==> config.mk <==
export PLATFORM = sky130hd
export DESIGN_NAME = cgts_sequencer
export DESIGN_NICKNAME = d
export VERILOG_FILES = /design/src/cgts_pkg.sv /design/src/cgts_sequencer.sv
export VERILOG_INCLUDE_DIRS = /design/src
export SDC_FILE = /design/constraint.sdc
export NUM_CORES = 1
export LEC_CHECK = 0
export BUFFER_PORTS_ARGS = -buffer_cell sky130_fd_sc_hd__buf_2
export CAP_MARGIN = 20
export CORE_MARGIN = 2
export CORE_UTILIZATION = 30
export DETAILED_ROUTE_END_ITERATION = 10
export REMOVE_ABC_BUFFERS = 1
export SYNTH_ARGS = -nofsm -noshare
export SYNTH_HDL_FRONTEND = slang
export SYNTH_SLANG_ARGS = --single-unit
==> constraint.sdc <==
create_clock -name sys_clk -period 4.64 [get_ports sys_clk]
set_input_delay 0.928 -clock sys_clk [delete_from_list [all_inputs] [get_ports sys_clk]]
set_output_delay 0.928 -clock sys_clk [all_outputs]
set_load 0.1 [all_outputs]
==> src/cgts_params.svh <==
`ifndef CGTS_PARAMS_SVH
`define CGTS_PARAMS_SVH

// Cycle rates in cards per minute
`define CGTS_LIST_RATE_LO    80
`define CGTS_LIST_RATE_HI    100
`define CGTS_ACC_RATE        150
`define CGTS_CLK_HZ          10000000
// Cycles per machine cycle: clock Hz / rate, rounded down, then times 60
`define CGTS_PER_CYC(r)      ((`CGTS_CLK_HZ / (r)) * 60)
// Sensing index positions within a machine cycle (digits 9..0)
`define CGTS_DIGITS          10
`define CGTS_STEP_DIV        16
`define CGTS_CTRL_W          8
`define CGTS_NCNT            4
`define CGTS_CNT_W           16
`define CGTS_ID_W            8
`define CGTS_FIELDS          3

`endif

==> src/cgts_pkg.sv <==
package cgts_pkg;
  typedef enum logic [2:0] {
    ST_IDLE,
    ST_CARD,
    ST_TOTAL,
    ST_HEAD
  } cgts_state_t;
endpackage

==> src/cgts_sequencer.sv <==
`timescale 1ns/1ps
`include "cgts_params.svh"

module cgts_sequencer #(
  parameter int unsigned LIST_CYC = `CGTS_PER_CYC(`CGTS_LIST_RATE_LO)
) (
  input  wire logic                                     sys_clk,      // 10 MHz clock
  input  wire logic                                     sys_rst,      // Sync reset, high
  input  wire logic                                     listWired,    // Every-cycle impulse wired to list
  input  wire logic                                     fastList,     // List rate 100 instead of 80
  input  wire logic                                     numericOnly,  // Numeric-only variant
  input  wire logic                                     threeStation, // Three-station variant
  input  wire logic                                     cardAt2,      // Card present at station two
  input  wire logic                                     cardAt3,      // Card present at station three
  input  wire logic                                     headCard,     // Station-three card is heading card
  input  wire logic [`CGTS_CTRL_W-1:0]                  ctrlAt2,      // Control field at station two
  input  wire logic [`CGTS_CTRL_W-1:0]                  ctrlAt3,      // Control field at station three
  input  wire logic [`CGTS_FIELDS*`CGTS_ID_W-1:0]       idHoles,      // Identifying columns, 3 fields
  input  wire logic [`CGTS_NCNT*4-1:0]                  qtyDigit,     // Quantity digit per counter
  input  wire logic [`CGTS_NCNT-1:0]                    qtyHole,      // Hole sensed in quantity column
  input  wire logic [`CGTS_NCNT-1:0]                    subtract,     // Counter subtracts
  input  wire logic [`CGTS_NCNT-1:0]                    printCmd,     // Counter prints on total
  output logic                                          feed,         // Card feed runs this cycle
  output logic                                          cycStrobe,    // Machine cycle start pulse
  output logic                                          barsUp,       // Type bars raised
  output logic                                          totalCycle,   // Program cycle running
  output logic                                          ctrlChange,   // Group total signal
  output logic [`CGTS_ID_W-1:0]                         idMagnets,    // Identifying type bar stops
  output logic [`CGTS_NCNT*`CGTS_CNT_W-1:0]             totMagnets    // Amount printed on total
);

  // Other rates scale from the list count, so a shortened list count shortens them all
  localparam int unsigned LIST_HI_CYC = (LIST_CYC * `CGTS_LIST_RATE_LO) / `CGTS_LIST_RATE_HI;
  localparam int unsigned ACC_CYC     = (LIST_CYC * `CGTS_LIST_RATE_LO) / `CGTS_ACC_RATE;

  // *****************************************************
  // State
  // *****************************************************
  typedef struct packed {
    cgts_pkg::cgts_state_t                  st;
    logic [31:0]                            tick;
    logic [31:0]                            len;
    logic                                   firstOfGroup;
    logic                                   endOfGroup;
    logic [1:0]                             field;
    logic                                   feed;
    logic                                   strobe;
    logic                                   barsUp;
    logic                                   total;
    logic                                   change;
    logic [`CGTS_ID_W-1:0]                  idMag;
    logic [`CGTS_NCNT*`CGTS_CNT_W-1:0]      cnt;
    logic [`CGTS_NCNT*`CGTS_CNT_W-1:0]      totMag;
  } cgts_regs_t;

  cgts_regs_t r;
  cgts_regs_t next_r;

  // Cycle length: printing uses list rate unless numeric-only, else accumulating rate
  function automatic logic [31:0] cycLen(input logic print, input logic fast, input logic num);
    if (!print || num)
      cycLen = 32'(ACC_CYC);
    else if (fast)
      cycLen = 32'(LIST_HI_CYC);
    else
      cycLen = 32'(LIST_CYC);
  endfunction

  logic differ;
  logic printCard;
  logic headNow;
  assign differ    = cardAt2 && cardAt3 && (ctrlAt2 != ctrlAt3);
  assign headNow   = threeStation && headCard;
  assign printCard = listWired || r.firstOfGroup;

  // *****************************************************
  // Sequencing
  // *****************************************************
  always_comb begin
    next_r        = r;
    next_r.strobe = 1'b0;
    next_r.tick   = r.tick + 32'd1;
    case (r.st)
      cgts_pkg::ST_IDLE: begin
        next_r.feed = 1'b0;
        if (cardAt3) begin
          next_r.st     = (threeStation && headCard) ? cgts_pkg::ST_HEAD : cgts_pkg::ST_CARD;
          next_r.field  = 2'd0;
          next_r.tick   = 32'd0;
          next_r.strobe = 1'b1;
          next_r.barsUp = printCard || headNow;
          next_r.len    = cycLen(printCard || headNow, fastList, numericOnly);
          // Compare now, while this card still sits at station three
          next_r.endOfGroup = differ;
          next_r.feed   = !(threeStation && headCard);
          // Same digit mapping regardless of cycle length
          for (int i = 0; i < `CGTS_NCNT; i++) begin
            if (qtyHole[i]) begin
              if (subtract[i])
                next_r.cnt[i*`CGTS_CNT_W +: `CGTS_CNT_W] = r.cnt[i*`CGTS_CNT_W +: `CGTS_CNT_W]
                  - `CGTS_CNT_W'(qtyDigit[i*4 +: 4]);
              else
                next_r.cnt[i*`CGTS_CNT_W +: `CGTS_CNT_W] = r.cnt[i*`CGTS_CNT_W +: `CGTS_CNT_W]
                  + `CGTS_CNT_W'(qtyDigit[i*4 +: 4]);
            end
          end
          next_r.idMag  = (printCard || headNow) ? idHoles[`CGTS_ID_W-1:0] : '0;
          next_r.firstOfGroup = 1'b0;
        end
      end
      cgts_pkg::ST_HEAD: begin
        next_r.feed = 1'b0;
        if (r.tick + 32'd1 >= r.len) begin
          next_r.tick   = 32'd0;
          next_r.strobe = 1'b1;
          next_r.field  = r.field + 2'd1;
          next_r.idMag  = idHoles[(r.field + 2'd1)*`CGTS_ID_W +: `CGTS_ID_W];
          // Last field runs as the card cycle itself, so the card feeds once
          if (r.field + 2'd1 == 2'(`CGTS_FIELDS - 1)) begin
            next_r.st   = cgts_pkg::ST_CARD;
            next_r.feed = 1'b1;
          end
        end
      end
      cgts_pkg::ST_CARD: begin
        next_r.feed = 1'b0;
        if (r.tick + 32'd1 >= r.len) begin
          next_r.barsUp = 1'b0;
          next_r.idMag  = '0;
          next_r.tick   = 32'd0;
          if (r.endOfGroup) begin
            next_r.st     = cgts_pkg::ST_TOTAL;
            next_r.change = 1'b1;
            next_r.total  = 1'b1;
            next_r.barsUp = 1'b1;
            next_r.strobe = 1'b1;
            next_r.len    = cycLen(1'b1, fastList, numericOnly);
            for (int i = 0; i < `CGTS_NCNT; i++)
              next_r.totMag[i*`CGTS_CNT_W +: `CGTS_CNT_W] = printCmd[i] ?
                r.cnt[i*`CGTS_CNT_W +: `CGTS_CNT_W] : '0;
          end else begin
            next_r.st = cgts_pkg::ST_IDLE;
          end
        end
      end
      cgts_pkg::ST_TOTAL: begin
        next_r.feed = 1'b0;
        if (r.tick + 32'd1 >= r.len) begin
          next_r.st           = cgts_pkg::ST_IDLE;
          next_r.total        = 1'b0;
          next_r.change       = 1'b0;
          next_r.barsUp       = 1'b0;
          next_r.totMag       = '0;
          next_r.cnt          = '0;
          next_r.firstOfGroup = 1'b1;
        end
      end
      default: next_r.st = cgts_pkg::ST_IDLE;
    endcase
  end

  always_ff @(posedge sys_clk) begin
    if (sys_rst) begin
      r              <= '0;
      r.st           <= cgts_pkg::ST_IDLE;
      r.firstOfGroup <= 1'b1;
    end else begin
      r <= next_r;
    end
  end

  assign feed       = r.feed;
  assign cycStrobe  = r.strobe;
  assign barsUp     = r.barsUp;
  assign totalCycle = r.total;
  assign ctrlChange = r.change;
  assign idMagnets  = r.idMag;
  assign totMagnets = r.totMag;

  // *****************************************************
  // Checks
  // *****************************************************
  property p_total_zero;
    @(posedge sys_clk) disable iff (sys_rst)
      (r.st == cgts_pkg::ST_TOTAL && next_r.st == cgts_pkg::ST_IDLE) |=> (r.cnt == '0);
  endproperty
  a_total_zero: assert property (p_total_zero) else $error("counters not zeroed");

  property p_no_feed_total;
    @(posedge sys_clk) disable iff (sys_rst) totalCycle |-> !feed;
  endproperty
  a_no_feed_total: assert property (p_no_feed_total) else $error("feed during total");

  property p_print_rate;
    @(posedge sys_clk) disable iff (sys_rst)
      (cycStrobe && barsUp && !numericOnly) |-> (r.len == 32'(LIST_CYC) || r.len == 32'(LIST_HI_CYC));
  endproperty
  a_print_rate: assert property (p_print_rate) else $error("print cycle not at list rate");

  property p_acc_rate;
    @(posedge sys_clk) disable iff (sys_rst)
      (cycStrobe && !barsUp && r.st == cgts_pkg::ST_CARD) |-> (r.len == 32'(ACC_CYC));
  endproperty
  a_acc_rate: assert property (p_acc_rate) else $error("accumulate cycle wrong rate");

  property p_change_total;
    @(posedge sys_clk) disable iff (sys_rst) ctrlChange |-> totalCycle;
  endproperty
  a_change_total: assert property (p_change_total) else $error("change without total");

  property p_hold;
    @(posedge sys_clk) disable iff (sys_rst)
      (r.st == cgts_pkg::ST_IDLE && !cardAt3) |=> $stable(r.cnt);
  endproperty
  a_hold: assert property (p_hold) else $error("counter changed while idle");

endmodule

==> results.yml <==
clock_tree:
  cts_tree: "built"
  root_buffer: "clkbuf_16"
  cts_setup_buffers: 0
  cts_buffers: 17
  ctsHoldBuffers: 0
  htreeDepth: 4
  cts.sinks: 185
  cts-resized-gates: 0
  cts.reportedPaths.clkPinSlew_ns: 0.08
  clock_path_buffers: 2
  worst_skew_pair.late_latency_ns: 0.44
timing:
  tns_ns: 0
  worst_pin_slew_ns: 1.031
  rsz0062_at_grt: "false"
  fin_skew_ns: 0.01148
  period_needed_ns: 4.179
  slew_viol_final: 0
  finalHoldViolations: 0
  slew_headroom: 0.3099
  fin_crit_sh: 0.9007
  setup_viol: 0
  max_freq_ghz: 0.2393
grt:
  grt.overflow.total: 0
  busiest_layer: "met2"
  antenna_found_initial: 3
  grt_pass1_wl_um: 49440
  met3_usage: 0.03418
  grt_max_degree: 69
  grtUsageMet1: 0.1891
  track_usage: 0.1502
  grt_use_met2: 0.2546
  first_global_vias: 9611
worst_setup_path:
  cp-start-kind: "flip-flop"
  crit_path_max_fanout: 16
  required_ns: 4.97
  cp.arrival_ns: 4.51
  rrSetupSlack_ns: 0.46
  critical_path_class: "reg2reg"
  crit_path_end_kind: "flip-flop"
run:
  cap_violations: 0
power:
  seqPwrFrac: 0.390
  intPower_mw: 3.015
  clkPwrFrac: 0.320
  p_per_area_nw_per_um2: 351.6
  switching_power_mw: 1.601
  p_comb_frac: 0.290
  swShare: 0.3468
  ir_drop_uv: 250.0
  p_leak_nw: 5.539
floorplanning:
  die_height_um: 201.7
  start_util: 0.3035
  ios: 154
  rows: 72
  dieArea_um2: 40690
  die_w_um: 201.7
  core_area_um2: 38650
logic_synthesis:
  ys_seq_elements: 185
  synth_edf_count: 0
  synthesis.area_um2: 11730
  synth_ff_type: "dfxtp_1"
  ys_warn_count: 0
  synth_seq_area_share: 0.3158
  ys_types: 71
  syn_avg_cell_area_um2: 7.967
  synth_cells: 1472
  ys_async_sr_fraction: 0
route:
  drc: 0
  vias_per_cell: 4.929
  routed_wirelength_um: 30560
  num_vias: 10160
  dr.pass1.iters: 5
  drt_iter0_markers: 526
  wl_per_cell_um: 14.83
  ant_nets: 0
final_layout:
  syn_to_final_growth_pct: 11.93
  layout_commonest_cell: "dfxtp_1"
  final_area_um2: 13130
  drive_gt1_frac: 0.1544
  final_cell_mix: "dfxtp_1, a21oi_1, buf_2"
  nets: 1702
placement:
  dp_hpwl_um: 22200
  portBuffers: 153
  dpl_cell_area_um2: 12540
  place_congestion: 0.8651
worst_hold_path:
  hp-class: "reg2reg"
run_status:
  status: "completed"
[metal layers]
metal | share of wire | vias to the layer above
li1 | - | 5180
met3 | 0.052 | 33
met4 | 0.020 | 2
met2 | 0.47 | 202
met1 | 0.46 | 4741
met5 | 0.00039 | -
[critical path: stages (launching register included)]
cell and delay (ns):
dfxtp_1 0.36, ha_1 0.23, nand3_1 0.13, nor2_1 0.25
nand2_1 0.15, nor4_1 0.42, xor2_1 0.16, ha_1 0.31
nand3_1 0.11, a21oi_1 0.26, o32ai_1 0.19, o32ai_4 0.41
nor2_4 0.17, a221oi_4 0.32, buf_4 0.30, mux2i_1 0.23
nor2_1 0.06
[path summary, 6_finish.rpt]
path | depth (start not counted) | start | to
worst max-delay path | 16 | r[177] | r[96]
worst min-delay path | 2 | totMagnets[22] | totMagnets[22]
worst max register to register | 16 | r[177] | r[96]
worst min register to register | 2 | totMagnets[22] | totMagnets[22]
[final cells by class]
| cell class | instances | area (um^2) |
|---|---|---|
| fillers | 4097 | 25520 |
| multi-input cells | 1101 | 7039 |
| flip-flops and latches | 185 | 3704 |
| repair buffers | 175 | 970.9 |
| well taps | 518 | 648.1 |
| clock buffers | 17 | 425.4 |
| inverters | 48 | 180.2 |
| clock inverters | 15 | 153.9 |
| diodes | 2 | 5.005 |
[stage by stage]
stage / utilization / std cells / worst slack, ns / power [mW] / hold slack [ns]
final: 0.3396 / 2061 / 0.4606 / 4.615 / 0.4481
after global routing: 0.3395 / 2059 / 0.1064 / 4.916 / 0.4699
after CTS: 0.3395 / 2059 / 0.4369 / 4.677 / 0.4499
after detailed placement: 0.3245 / 2027 / 0.4585 / 3.174 / 0.4398
after global placement: 0.3243 / 2026 / 0.6066 / 3.143 / 0.4306
after floorplan: - / 1334 / 0.2188 / 2.829 / 0.4176
[flip-flops by register name, indices dropped and copies added (netlist names)]
name and count:
r 109, totMagnets 64, idMagnets 8, barsUp 1, cycStrobe 1, feed 1
totalCycle 1
[synth_stat cells (all sizes together) (11+ instances only)]
| master | count | area, um^2 |
|---|---|---|
| inv | 48 | 180.2 |
| a21oi | 156 | 788.3 |
| nor3 | 33 | 165.2 |
| nand2 | 149 | 559.3 |
| ha | 93 | 1164 |
| nand4 | 16 | 106.4 |
| nor2b | 17 | 106.4 |
| xnor2 | 59 | 516.8 |
| and2 | 23 | 143.9 |
| nand2b | 25 | 156.4 |
| and3 | 15 | 93.84 |
| mux2i | 27 | 270.3 |
| a22oi | 12 | 90.09 |
| buf | 98 | 674.4 |
| a211oi | 12 | 90.09 |
| o31ai | 11 | 87.58 |
| dfxtp | 185 | 3704 |
| a21o | 20 | 150.1 |
| clkbuf | 40 | 151.4 |
| o21ai | 33 | 165.2 |
| o21a | 11 | 82.58 |
| nor2 | 152 | 578.1 |
| nand3 | 108 | 540.5 |
| xor2 | 25 | 219.0 |
[cells by family (layout without fill, tap and decap cells)]
group | count (synthesis) | count (layout) | share of synthesized area
AO/OA/AOI/OAI | 309 | 309 | 0.1655
XOR/XNOR | 84 | 84 | 0.06273
adder cells (fa/ha/maj) | 97 | 97 | 0.1060
buffers and inverters | 186 | 255 | 0.08578
flip-flops | 185 | 185 | 0.3158
multiplexers | 33 | 33 | 0.02881
other | 0 | 2 | 0
AND/OR/NAND/NOR | 578 | 578 | 0.2354
[power by group through the flow]
stage | Clock [mW] | Sequential (mW) | Combinational [mW]
after global placement | 0 | 1.84 | 1.31
after global routing | 1.59 | 1.82 | 1.51
after CTS | 1.53 | 1.80 | 1.34
after detailed placement | 0 | 1.84 | 1.34
after floorplan | 0 | 1.89 | 0.937
final | 1.48 | 1.80 | 1.34
Note: power is estimated with default switching activity, not from simulation.
